### config.mk
export PLATFORM = sky130hd
export DESIGN_NAME = crm_core_bank
export DESIGN_NICKNAME = d
export VERILOG_FILES = /design/src/pkg/crm_pkg.sv /design/src/crm_core_bank.sv /design/src/crm_pointer.sv /design/src/crm_status.sv
export SDC_FILE = /design/constraint.sdc
export NUM_CORES = 1
export LEC_CHECK = 0
export BUFFER_PORTS_ARGS = -buffer_cell sky130_fd_sc_hd__buf_2
export CAP_MARGIN = 10
export CELL_PAD_IN_SITES_DETAIL_PLACEMENT = 0
export CELL_PAD_IN_SITES_GLOBAL_PLACEMENT = 2
export CORE_ASPECT_RATIO = 1.2
export CORE_UTILIZATION = 34
export DETAILED_ROUTE_END_ITERATION = 8
export PLACE_DENSITY = 0.91
export REMOVE_ABC_BUFFERS = 1
export SLEW_MARGIN = 0
export SYNTH_ARGS = -nofsm -noshare
export SYNTH_HDL_FRONTEND = slang
export SYNTH_SLANG_ARGS = --single-unit
### constraint.sdc
create_clock -name i_clock -period 5 [get_ports i_clock]
set_clock_uncertainty 0.1 [all_clocks]
set_input_delay 0.5 -clock i_clock [delete_from_list [all_inputs] [get_ports i_clock]]
set_output_delay 0.5 -clock i_clock [all_outputs]
set_load 0.01 [all_outputs]
### src/pkg/crm_pkg.sv
`default_nettype none

package crm_pkg;

	localparam int CRM_OFS_W  = 7;
	localparam int CRM_BANK_W = 5;
	localparam int CRM_PTR_W  = 16;
	localparam int CRM_PCH_W  = 7;

	// Printed locations of the core group in bank 15; only the low seven bits decode.
	localparam logic [11:0] CRM_ADDR_IND0  = 12'h780;
	localparam logic [11:0] CRM_ADDR_IND1  = 12'h781;
	localparam logic [11:0] CRM_ADDR_PCL   = 12'h782;
	localparam logic [11:0] CRM_ADDR_STAT  = 12'h783;
	localparam logic [11:0] CRM_ADDR_P0LO  = 12'h784;
	localparam logic [11:0] CRM_ADDR_P0HI  = 12'h785;
	localparam logic [11:0] CRM_ADDR_P1LO  = 12'h786;
	localparam logic [11:0] CRM_ADDR_P1HI  = 12'h787;
	localparam logic [11:0] CRM_ADDR_BANK  = 12'h788;
	localparam logic [11:0] CRM_ADDR_WORK  = 12'h789;
	localparam logic [11:0] CRM_ADDR_PCH   = 12'h78a;
	localparam logic [11:0] CRM_ADDR_INTC  = 12'h78b;
	localparam logic [6:0]  CRM_PTR_STEP   = 7'h02;

	localparam logic [6:0]  CRM_CORE_LAST    = 7'h0b;
	localparam logic [6:0]  CRM_UNIMPL_FIRST = 7'h0c;
	localparam logic [6:0]  CRM_UNIMPL_LAST  = 7'h1f;

	localparam logic [7:0]  CRM_RST_BYTE    = 8'h00;
	localparam logic [4:0]  CRM_RST_STAT    = 5'h18;
	localparam logic [4:0]  CRM_RST_BANK    = 5'h00;
	localparam logic [6:0]  CRM_RST_PCH     = 7'h00;
	localparam logic [2:0]  CRM_INT_FLAGS   = 3'h7;

	typedef struct packed {
		logic [15:0] addr;
		logic [7:0]  wdata;
		logic        wr;
		logic        rd;
	} crm_mem_req_t;

	typedef struct packed {
		logic z;
		logic dc;
		logic c;
	} crm_arith_t;

	function automatic logic [6:0] crm_ofs(input logic [11:0] a);
		return a[6:0];
	endfunction : crm_ofs

	function automatic logic crm_is_core(input logic [6:0] o);
		return o <= CRM_CORE_LAST;
	endfunction : crm_is_core

	function automatic logic crm_is_unimpl(input logic [6:0] o);
		return (o >= CRM_UNIMPL_FIRST) && (o <= CRM_UNIMPL_LAST);
	endfunction : crm_is_unimpl

endpackage : crm_pkg

`default_nettype wire

### src/crm_core_bank.sv
// The strobed register port was left to the implementer.
`timescale 1ns/10ps
`default_nettype none

module crm_core_bank (
	input  wire logic                 i_clock,
	input  wire logic                 i_resetn,
	input  wire logic                 i_por,
	input  wire logic                 i_cause_timeout,
	input  wire logic                 i_cause_power_down,
	input  wire logic [6:0]           i_addr,
	input  wire logic [7:0]           i_wdata,
	input  wire logic                 i_wr,
	input  wire logic                 i_rd,
	output logic      [7:0]           o_rdata,
	output crm_pkg::crm_mem_req_t     o_mem_req,
	input  wire logic [7:0]           i_mem_rdata,
	input  wire logic                 i_arith_we,
	input  wire crm_pkg::crm_arith_t  i_arith,
	input  wire logic                 i_pc_low_we,
	input  wire logic [7:0]           i_pc_low,
	input  wire logic [2:0]           i_int_events,
	output logic                      o_pc_jump,
	output logic      [14:0]          o_pc_target,
	output logic      [7:0]           o_pc_low,
	output logic      [4:0]           o_bank,
	output logic      [7:0]           o_working,
	output logic      [7:0]           o_interrupt_control,
	output logic      [7:0]           o_status
);

	logic [7:0]  pc_low_r;
	logic [6:0]  pch_r;
	logic [4:0]  bank_r;
	logic [7:0]  working_r;
	logic [7:0]  interrupt_control_r;
	logic [7:0]  interrupt_control_nxt;
	logic [7:0]  rdata_r;
	logic [7:0]  rdata_nxt;
	logic        jump_r;
	logic [14:0] target_r;
	logic [15:0] ptr [2];
	logic [1:0]  hit_plo;
	logic [1:0]  hit_phi;

	wire logic        is_core   = crm_pkg::crm_is_core(i_addr);
	wire logic        is_unimpl = crm_pkg::crm_is_unimpl(i_addr);
	wire logic        is_direct = !is_core && !is_unimpl;
	wire logic        hit_ind0  = i_addr == crm_pkg::crm_ofs(crm_pkg::CRM_ADDR_IND0);
	wire logic        hit_ind1  = i_addr == crm_pkg::crm_ofs(crm_pkg::CRM_ADDR_IND1);
	wire logic        hit_pcl   = i_addr == crm_pkg::crm_ofs(crm_pkg::CRM_ADDR_PCL);
	wire logic        hit_stat  = i_addr == crm_pkg::crm_ofs(crm_pkg::CRM_ADDR_STAT);
	wire logic        hit_bank  = i_addr == crm_pkg::crm_ofs(crm_pkg::CRM_ADDR_BANK);
	wire logic        hit_work  = i_addr == crm_pkg::crm_ofs(crm_pkg::CRM_ADDR_WORK);
	wire logic        hit_pch   = i_addr == crm_pkg::crm_ofs(crm_pkg::CRM_ADDR_PCH);
	wire logic        hit_intc  = i_addr == crm_pkg::crm_ofs(crm_pkg::CRM_ADDR_INTC);
	wire logic        ind_sel   = hit_ind0 || hit_ind1;
	wire logic        goes_out  = ind_sel || is_direct;
	wire logic [15:0] ind_addr  = hit_ind1 ? ptr[1] : ptr[0];
	wire logic [15:0] dir_addr  = {4'h0, bank_r, i_addr};

	genvar g;
	generate
		for (g = 0; g < 2; g++) begin : g_ptr
			localparam logic [6:0] LO_OFS =
				7'(crm_pkg::crm_ofs(crm_pkg::CRM_ADDR_P0LO) + crm_pkg::CRM_PTR_STEP * g);
			assign hit_plo[g] = i_addr == LO_OFS;
			assign hit_phi[g] = i_addr == 7'(LO_OFS + 7'h01);
			crm_pointer crm_pointer_i (
				.i_clock   (i_clock),
				.i_resetn  (i_resetn),
				.i_por     (i_por),
				.i_wr_low  (i_wr && hit_plo[g]),
				.i_wr_high (i_wr && hit_phi[g]),
				.i_wdata   (i_wdata),
				.o_ptr     (ptr[g])
			);
		end
	endgenerate

	crm_status crm_status_i (
		.i_clock            (i_clock),
		.i_resetn           (i_resetn),
		.i_por              (i_por),
		.i_cause_timeout    (i_cause_timeout),
		.i_cause_power_down (i_cause_power_down),
		.i_sw_we            (i_wr && hit_stat),
		.i_wdata            (i_wdata),
		.i_arith_we         (i_arith_we),
		.i_arith            (i_arith),
		.o_status           (o_status)
	);

	// The indirect ports hold no storage; the access is steered to the pointer's target.
	assign o_mem_req.addr  = ind_sel ? ind_addr : dir_addr;
	assign o_mem_req.wdata = i_wdata;
	assign o_mem_req.wr    = i_wr && goes_out;
	assign o_mem_req.rd    = i_rd && goes_out;

	// Core offsets decode on the offset alone, so the bank never hides them.
	assign rdata_nxt = goes_out          ? i_mem_rdata :
		hit_pcl                      ? pc_low_r :
		hit_stat                     ? o_status :
		hit_plo[0]                   ? ptr[0][7:0] :
		hit_phi[0]                   ? ptr[0][15:8] :
		hit_plo[1]                   ? ptr[1][7:0] :
		hit_phi[1]                   ? ptr[1][15:8] :
		hit_bank                     ? {3'h0, bank_r} :
		hit_work                     ? working_r :
		hit_pch                      ? {1'b0, pch_r} :
		hit_intc                     ? interrupt_control_r : 8'h00;

	// Hardware event flags win over a software write that clears them in the same cycle.
	assign interrupt_control_nxt = ((i_wr && hit_intc) ? i_wdata : interrupt_control_r)
		| {5'h00, i_int_events & crm_pkg::CRM_INT_FLAGS};

	always_ff @(posedge i_clock) begin
		if (!i_resetn) begin
			rdata_r <= crm_pkg::CRM_RST_BYTE;
		end else begin
			rdata_r <= i_rd ? rdata_nxt : crm_pkg::CRM_RST_BYTE;
		end
	end

	always_ff @(posedge i_clock) begin
		if (!i_resetn) begin
			pc_low_r <= crm_pkg::CRM_RST_BYTE;
		end else if (i_wr && hit_pcl) begin
			pc_low_r <= i_wdata;
		end else if (i_pc_low_we) begin
			pc_low_r <= i_pc_low;
		end
	end

	// A write to the low byte is a computed jump that also takes the buffered upper bits.
	always_ff @(posedge i_clock) begin
		if (!i_resetn) begin
			jump_r   <= 1'b0;
			target_r <= {crm_pkg::CRM_RST_PCH, crm_pkg::CRM_RST_BYTE};
		end else begin
			jump_r   <= i_wr && hit_pcl;
			target_r <= (i_wr && hit_pcl) ? {pch_r, i_wdata} : target_r;
		end
	end

	always_ff @(posedge i_clock) begin
		if (!i_resetn) begin
			pch_r <= crm_pkg::CRM_RST_PCH;
		end else if (i_wr && hit_pch) begin
			pch_r <= i_wdata[6:0];
		end
	end

	always_ff @(posedge i_clock) begin
		if (!i_resetn) begin
			bank_r <= crm_pkg::CRM_RST_BANK;
		end else if (i_wr && hit_bank) begin
			bank_r <= i_wdata[4:0];
		end
	end

	always_ff @(posedge i_clock) begin
		if (!i_resetn) begin
			if (i_por) begin
				working_r <= crm_pkg::CRM_RST_BYTE;
			end
		end else if (i_wr && hit_work) begin
			working_r <= i_wdata;
		end
	end

	always_ff @(posedge i_clock) begin
		if (!i_resetn) begin
			interrupt_control_r <= crm_pkg::CRM_RST_BYTE;
		end else begin
			interrupt_control_r <= interrupt_control_nxt;
		end
	end

	assign o_rdata     = rdata_r;
	assign o_pc_jump   = jump_r;
	assign o_pc_target = target_r;
	assign o_pc_low    = pc_low_r;
	assign o_bank      = bank_r;
	assign o_working   = working_r;
	assign o_interrupt_control    = interrupt_control_r;
endmodule : crm_core_bank

`default_nettype wire

### src/crm_pointer.sv
`timescale 1ns/10ps
`default_nettype none

module crm_pointer (
	input  wire logic        i_clock,
	input  wire logic        i_resetn,
	input  wire logic        i_por,
	input  wire logic        i_wr_low,
	input  wire logic        i_wr_high,
	input  wire logic [7:0]  i_wdata,
	output logic      [15:0] o_ptr
);

	logic [7:0] low_r;
	logic [7:0] high_r;

	// The low byte survives warm resets so a pointer walk can resume; the high byte does not.
	always_ff @(posedge i_clock) begin
		if (!i_resetn) begin
			if (i_por) begin
				low_r <= crm_pkg::CRM_RST_BYTE;
			end
		end else if (i_wr_low) begin
			low_r <= i_wdata;
		end
	end

	always_ff @(posedge i_clock) begin
		if (!i_resetn) begin
			high_r <= crm_pkg::CRM_RST_BYTE;
		end else if (i_wr_high) begin
			high_r <= i_wdata;
		end
	end

	assign o_ptr = {high_r, low_r};

endmodule : crm_pointer

`default_nettype wire

### src/crm_status.sv
`timescale 1ns/10ps
`default_nettype none

module crm_status (
	input  wire logic               i_clock,
	input  wire logic               i_resetn,
	input  wire logic               i_por,
	input  wire logic               i_cause_timeout,
	input  wire logic               i_cause_power_down,
	input  wire logic               i_sw_we,
	input  wire logic [7:0]         i_wdata,
	input  wire logic               i_arith_we,
	input  wire crm_pkg::crm_arith_t i_arith,
	output logic      [7:0]         o_status
);

	logic               timeout_flag_r;
	logic               power_down_flag_r;
	crm_pkg::crm_arith_t arith_r;

	// The two cause flags are read-only to software and only move at reset.
	always_ff @(posedge i_clock) begin
		if (!i_resetn) begin
			if (i_por) begin
				{timeout_flag_r, power_down_flag_r, arith_r} <= crm_pkg::CRM_RST_STAT;
			end else begin
				timeout_flag_r    <= i_cause_timeout;
				power_down_flag_r <= i_cause_power_down;
			end
		end else if (i_sw_we) begin
			arith_r <= i_wdata[2:0];
		end else if (i_arith_we) begin
			arith_r <= i_arith;
		end
	end

	assign o_status = {3'h0, timeout_flag_r, power_down_flag_r, arith_r};

endmodule : crm_status

`default_nettype wire

==> results.py, run 1 <==
metrics = {
    "outcome": {
        "status": "finished with violations",
        "violations": "design-rule violations",
    },
    "placement": {
        "io_buffers": 129,
        "placed_cells": 755,
        "gp_congestion": 0.8438,
        "hpwl_um": 11080,
    },
    "power": {
        "vdd.ir_drop.worst_mv": 0.1483,
        "power_density_mw_per_mm2": 301.0,
        "leakage_uw": 0.002514,
    },
    "die": {
        "start_util_pct": 34.72,
        "core_sq_mm": 0.01376,
        "die_w_um": 110.2,
        "rows": 47,
        "io_pins": 133,
        "dieArea_sq_mm": 0.01453,
        "fp.dieH_um": 131.8,
    },
    "logic_synthesis": {
        "yosysSeqAreaShare_pct": 46.73,
        "ys_warn_count": 0,
        "synthAdderAreaFrac_pct": 0,
        "synth_cell_types": 54,
        "synth_xor_area_share_pct": 0,
        "synth-async-reset-ratio_pct": 0,
        "synth_compound_area_share_pct": 12.26,
        "ys.flop_type": "dfxtp_1",
        "syn_avg_cell_area_sq_um": 9.769,
        "synth_top_family_by_area": "multiplexers",
        "synth_cells": 489,
        "synth_seq_cells": 97,
        "synthMuxAreaShare_pct": 17.16,
        "syn_area_sq_mm": 0.004777,
        "yosys.area_share.simple_pct": 16.97,
        "synth_edf_count": 29,
    },
    "drt": {
        "drc_errors": 1,
        "routed_via_density": 5.244,
        "dr.first_iter.drc_count": 238,
        "wire_per_inst_um": 19.26,
        "drt-total-wl_um": 14850,
        "drt-pass1-iter-count": 7,
        "vias": 4043,
        "antenna_left": 0,
    },
    "worst_setup_path": {
        "startpoint_type": "input port",
        "arrival_ns": 2.41,
        "worstReg2RegStart": "o_working[3]$_DFFE_PP_",
        "reg2reg_depth": 5,
        "cp_max_fo": 27,
        "worstPathRequired_ns": 4.40,
        "endpoint": "o_mem_req[22]",
        "crit_type": "in -> out",
        "r2r_slack_ns": 3.28,
        "endpoint_kind": "output port",
        "r2r_end": "o_rdata[3]$_SDFF_PN0_",
        "cp-startpoint": "i_addr[1]",
    },
    "cells_and_area": {
        "fillCellCount": 1411,
        "antennaDiodeCount": 0,
        "mostFrequentLayoutCell": "buf_2",
        "seqCellArea_sq_mm": 0.002232,
        "final_cell_mix": "buf_2, dfxtp_1, nand2_1",
        "final_layout_size_suffix_gt1_share_pct": 30.33,
        "multiInputGateArea_sq_mm": 0.002227,
        "nets": 641,
        "syn_to_final_growth_pct": 18.73,
        "instances_no_fill": 771,
    },
    "clock_network": {
        "cts_tree": "yes",
        "clk_latency_ns": 0.34,
        "holdBufCountCts": 0,
        "root_buffer": "clkbuf_16",
        "clock_path_buffers": 2,
        "cts_resized": 0,
        "post_cts_buffers": 0,
        "htree_levels": 3,
        "clk_pin_slew_ns": 0.06,
        "cts.sinks": 97,
        "numCtsBuffers": 9,
    },
    "timing": {
        "worst_slew_pin_slew_ns": 0.8229,
        "clock.fmax_mhz": 332.6,
        "rsz0062_at_grt": "false",
        "relSlewSlack_pct": 44.37,
        "finalHoldViolCount": 0,
        "setup_viol": 0,
        "period_share_pct": 60.13,
        "setup-tns-final_ns": 0,
        "whs_ns": 0.2904,
        "fin_crit_ns": 3.006,
        "slew_violations": 0,
    },
    "global_routing": {
        "antenna_found_initial": 0,
        "gr-usage-all-layers_pct": 20.91,
        "grt_pass1_vias": 3879,
        "grt_pass1_wl_um": 22650,
        "overflow": 0,
        "grt_start_max_net_pins": 65,
    },
    "flow_run": {
        "cap_violations": 0,
    },
    "min_path": {
        "hp-class": "in -> reg",
    },
}
## cells in the mapped netlist (2+ instances only)
cell      count  area, sq um
mux4_2        4        90.09
a211oi_1      2        15.01
and3_1        4        25.02
nor2_1       56        210.2
nor4_1        3        18.77
o21ai_0      17        85.08
clkbuf_1     12        45.04
nand3_1      12        60.06
o31ai_1       4        30.03
a221oi_1      2        17.52
clkbuf_8      5        68.82
a32oi_1       3        26.28
a22oi_1       5        37.54
buf_6         3        33.78
a31oi_1       3        18.77
edfxtp_1     29        870.8
nand2_2       3        18.77
buf_1         2        7.510
o21bai_1      5        37.54
buf_4        13        97.59
or2_2         2        12.51
and2_1       13        81.33
mux2i_1      56        560.5
buf_2         6        30.03
nor2b_1       6        37.54
nand2_1      62        232.7
o32ai_1       3        26.28
mux2_2       15        168.9
dfxtp_1      68         1361
a21oi_1      38        190.2
a221o_1       2        20.02
inv_1         5        18.77
nand2b_1      5        31.28
## per-stage QoR
stage	total power (uW)	worst slack, ns	area, sq um	util [%]
after floorplan	952.7	1.950	4482	-
after global placement	1056	1.808	5379	39.09
after detailed placement	1057	1.979	5386	39.14
after CTS	1720	2.016	5672	41.22
after global routing	1768	1.856	5672	41.22
final	1707	1.994	5672	41.22
## worst min path at each step
stage,from,to,slack (ns),cells past startpoint
2_1_floorplan,pch_r[4]$_SDFFE_PN0P_,o_pc_target[12]$_SDFFE_PN0P_,0.34,2
3_3_place_gp,o_pc_target[5]$_SDFFE_PN0P_,o_pc_target[5]$_SDFFE_PN0P_,0.35,2
3_5_place_dp,o_pc_target[1]$_SDFFE_PN0P_,o_pc_target[1]$_SDFFE_PN0P_,0.35,2
5_1_grt,i_int_events[2],o_interrupt_control[2]$_SDFF_PN0_,0.31,3
4_1_cts,i_mem_rdata[3],o_rdata[3]$_SDFF_PN0_,0.28,3
6_report,i_mem_rdata[3],o_rdata[3]$_SDFF_PN0_,0.29,3
## layer usage
metal	share of wire (%)	wire length (um)	track usage [%]
met5	0	0	0
met4	2.3	346	7.675
met3	6.2	926	3.114
met2	49	7267	33.54
met1	42	6310	28.30
## power by group
group | internal [uW] | leakage [uW] | total, uW | switching (uW)
combinational | 71.6 | 0.00156 | 182 | 110
clock | 379 | 0.000143 | 667 | 288
sequential | 839 | 0.000809 | 859 | 20.1
total | 1290 | 0.00251 | 1710 | 419
## cell families (layout without fill, tap and decap cells)
group,count (synthesis),count (layout)
AO/OA/AOI/OAI,93,93
multiplexers,75,75
AND/OR/NAND/NOR,175,175
other,1,3
flip-flops,97,97
buffers and inverters,48,157
## worst max-delay path, cell delays in order
cell and delay, ns:
buf_2 0.29, nor2_1 0.50, nand2_1 0.57, nor2_1 0.35
buf_2 0.18
## sequential cells by signal (all words and copies together), names as in the netlist
name / count
g_ptr.crm_pointer_i.high_r: 16
g_ptr.crm_pointer_i.low_r: 16
o_pc_target: 15
o_interrupt_control: 8
o_pc_low: 8
o_rdata: 8
o_working: 8
pch_r: 7
o_bank: 5
crm_status_i.o_status: 3
crm_status_i.power_down_flag_r: 1
crm_status_i.timeout_flag_r: 1
o_pc_jump: 1
## layout make-up
type / instances / share of cell area [%]
sequential: 97 / 39.36
multi-input combinational: 346 / 39.27
timing repair buffer: 135 / 12.18
clock buffer: 14 / 4.831
tap: 171 / 3.772
inverter: 6 / 0.3971
clock inverter: 2 / 0.1985
No activity file was read; power rests on OpenSTA's default activity.
==> inputs of run 2 (changes only) <==
Settings changed: ABC_AREA set to 1, CORE_UTILIZATION 34 to 26, PLACE_DENSITY 0.91 to 0.82.
Clock period 5 ns to 2.5 ns, I/O delays scaled along.
==> results.py, run 2 <==
metrics = {
    "outcome": {
        "status": "completed",
    },
    "logic_synthesis": {
        "synth_edf_count": 29,
        "yosysSeqAreaShare_pct": 47.61,
        "ys_warn_count": 0,
        "synth-async-reset-ratio_pct": 0,
        "netlist.area_leader.share_pct": 29.04,
        "synth_seq_cells": 97,
        "synth_cell_types": 35,
        "syn_avg_cell_area_sq_um": 7.562,
        "synth_top_area_cell": "dfxtp_1",
        "ys.flop_type": "dfxtp_1",
        "synth_cells": 620,
        "syn_area_sq_mm": 0.004688,
        "yosysMostFrequentCell": "nand2_1",
        "synth_commonest_cells": "nand2_1, inv_1, dfxtp_1",
        "netlist_top_cells_area": "dfxtp_1, edfxtp_1, nand2_1",
    },
    "clock_network": {
        "root_buffer": "clkbuf_16",
        "post_cts_buffers": 0,
        "htree_levels": 3,
        "cts.sinks": 97,
        "clk_pin_slew_ns": 0.06,
        "numCtsBuffers": 9,
        "cts_tree": "yes",
        "holdBufCountCts": 0,
        "clk_latency_ns": 0.36,
        "clock_path_buffers": 2,
        "cts_resized": 0,
    },
    "cells_and_area": {
        "nets": 796,
        "final_cell_mix": "nand2_1, buf_2, inv_1",
        "final_layout_size_suffix_gt1_share_pct": 25.56,
        "mostFrequentLayoutCell": "nand2_1",
        "antennaDiodeCount": 0,
        "syn_to_final_growth_pct": 24.15,
    },
    "worst_setup_path": {
        "crit_type": "in -> out",
        "endpoint_kind": "output port",
        "reg2reg_depth": 8,
        "r2r_slack_ns": 1.11,
        "cp_max_fo": 9,
        "slowest_delay_ns": 0.28,
        "arrival_ns": 1.67,
        "crit_chain": "buf_2 -> inv_1 -> nand2_2 -> nor2_4 -> nand2_2 -> nor2_1 -> inv_1 -> o31ai_1 -> buf_2",
        "r2r_end": "o_rdata[4]$_SDFF_PN0_",
        "worstPathRequired_ns": 2.15,
        "worstReg2RegStart": "o_working[4]$_DFFE_PP_",
        "startpoint_type": "input port",
        "cp_slowest_cell": "nor2_1",
    },
    "placement": {
        "hpwl_um": 12840,
        "io_buffers": 129,
        "pre_cts_ws_ns": 0.3579,
        "gp_congestion": 0.8381,
    },
    "drt": {
        "antenna_left": 0,
        "drt-total-wl_um": 16780,
        "routed_via_density": 4.529,
        "drt-pass1-iter-count": 4,
        "drc_errors": 0,
        "wire_per_inst_um": 17.21,
        "dr.first_iter.drc_count": 253,
        "vias": 4416,
    },
    "timing": {
        "setup-tns-final_ns": 0,
        "relSlewSlack_pct": 65.99,
        "finalHoldViolCount": 0,
        "slew_violations": 0,
        "period_share_pct": 80.66,
        "fin_crit_ns": 2.017,
        "rsz0062_at_grt": "false",
        "fin_ws_ns": 0.4835,
        "setup_viol": 0,
        "clock.fmax_mhz": 495.9,
        "worst_slew_pin_slew_ns": 0.5089,
    },
    "flow_run": {
        "cap_violations": 0,
    },
    "power": {
        "power_density_mw_per_mm2": 577.2,
        "leakage_uw": 0.002627,
        "vdd.ir_drop.worst_mv": 0.3544,
    },
    "die": {
        "dieArea_sq_mm": 0.01857,
        "rows": 53,
        "fp.dieH_um": 149.1,
        "start_util_pct": 26.68,
        "core_sq_mm": 0.01757,
        "die_w_um": 124.6,
        "io_pins": 133,
    },
    "min_path": {
        "hp-class": "in -> reg",
        "min_to": "o_interrupt_control[1]$_SDFF_PN0_",
        "worstHoldStart": "i_int_events[1]",
        "holdPathStages": 3,
    },
    "global_routing": {
        "antenna_found_initial": 0,
        "grt_pass1_vias": 4432,
        "gr-usage-all-layers_pct": 18.68,
        "overflow": 0,
        "grt_start_max_net_pins": 35,
        "grt_pass1_wl_um": 25670,
    },
}
==> run 2: changes by cell type after synthesis, moves of 8 or more <==
cell     previous run  this run
nand4_1             0         8
a21oi_1            38        67
nand3_1            12        29
nand2_1            62       159
mux2i_1            56         0
nor2_1             56        44
o21ai_0            17        57
mux2_2             15         0
inv_1               5        74
and2_1             13         0
==> run 2: cell type report <==
cell class	count	area, sq um
Fill cell	1906	11750
Sequential cell	97	2232
Clock inverter	5	32.53
Timing Repair Buffer	152	818.3
Clock buffer	11	232.7
Multi-Input combinational cell	410	1928
Tap cell	220	275.3
Inverter	80	301.5
==> run 2: power by group <==
group	total, uW	internal [uW]	switching (uW)
Combinational	343	114	229
Sequential	1710	1680	34.0
Clock	1310	674	631
Total	3360	2470	894
==> run 2: through the flow <==
stage	util [%]	area, sq um	std cells	power [uW]	hold WS [ns]
after global routing	33.12	5821	975	3501	0.03787
after floorplan	-	4462	587	1877	0.2476
after global placement	31.61	5555	959	2095	0.3519
final	33.12	5821	975	3360	0.01146
after CTS	33.12	5821	975	3390	0.008656
after detailed placement	31.61	5555	959	2092	0.3566
==> run 2: layer usage <==
layer	track usage [%]	wire, um
met1	24.70	7690
met2	30.28	7927
met3	2.331	747
met4	8.855	414
met5	0	0
==> run 2: cells by family (layout without fill, tap and decap cells) <==
logic type      count (synthesis)  in the layout  share of synthesized area, %
flops                          97             97                         47.61
buf+inv                       115            248                         11.42
simple gates                  261            261                         24.45
compound gates                146            146                         16.44
other cells                     1              3                       0.07999
==> run 2: worst max-delay path by stage <==
stage                    from                                   endpoint  slack (ns)  depth (start not counted)
floorplan           i_addr[6]  g_ptr[0].crm_pointer_i.low_r[0]$_DFFE_PP_        0.19                          7
global placement    i_addr[6]                      o_rdata[3]$_SDFF_PN0_        0.35                         12
detailed placement  i_addr[6]                      o_rdata[3]$_SDFF_PN0_        0.36                         12
CTS                 i_addr[6]                              o_mem_req[17]        0.46                         10
global route        i_addr[6]                              o_mem_req[13]        0.31                          9
finish              i_addr[6]                              o_mem_req[12]        0.48                          9
==> run 2: worst max-delay path, delay by kind of cell <==
family	cells	cell delay, ns
AOI/OAI and AO/OA	1	0.28
buffers and inverters	4	0.61
and+or+nand+nor	4	0.52
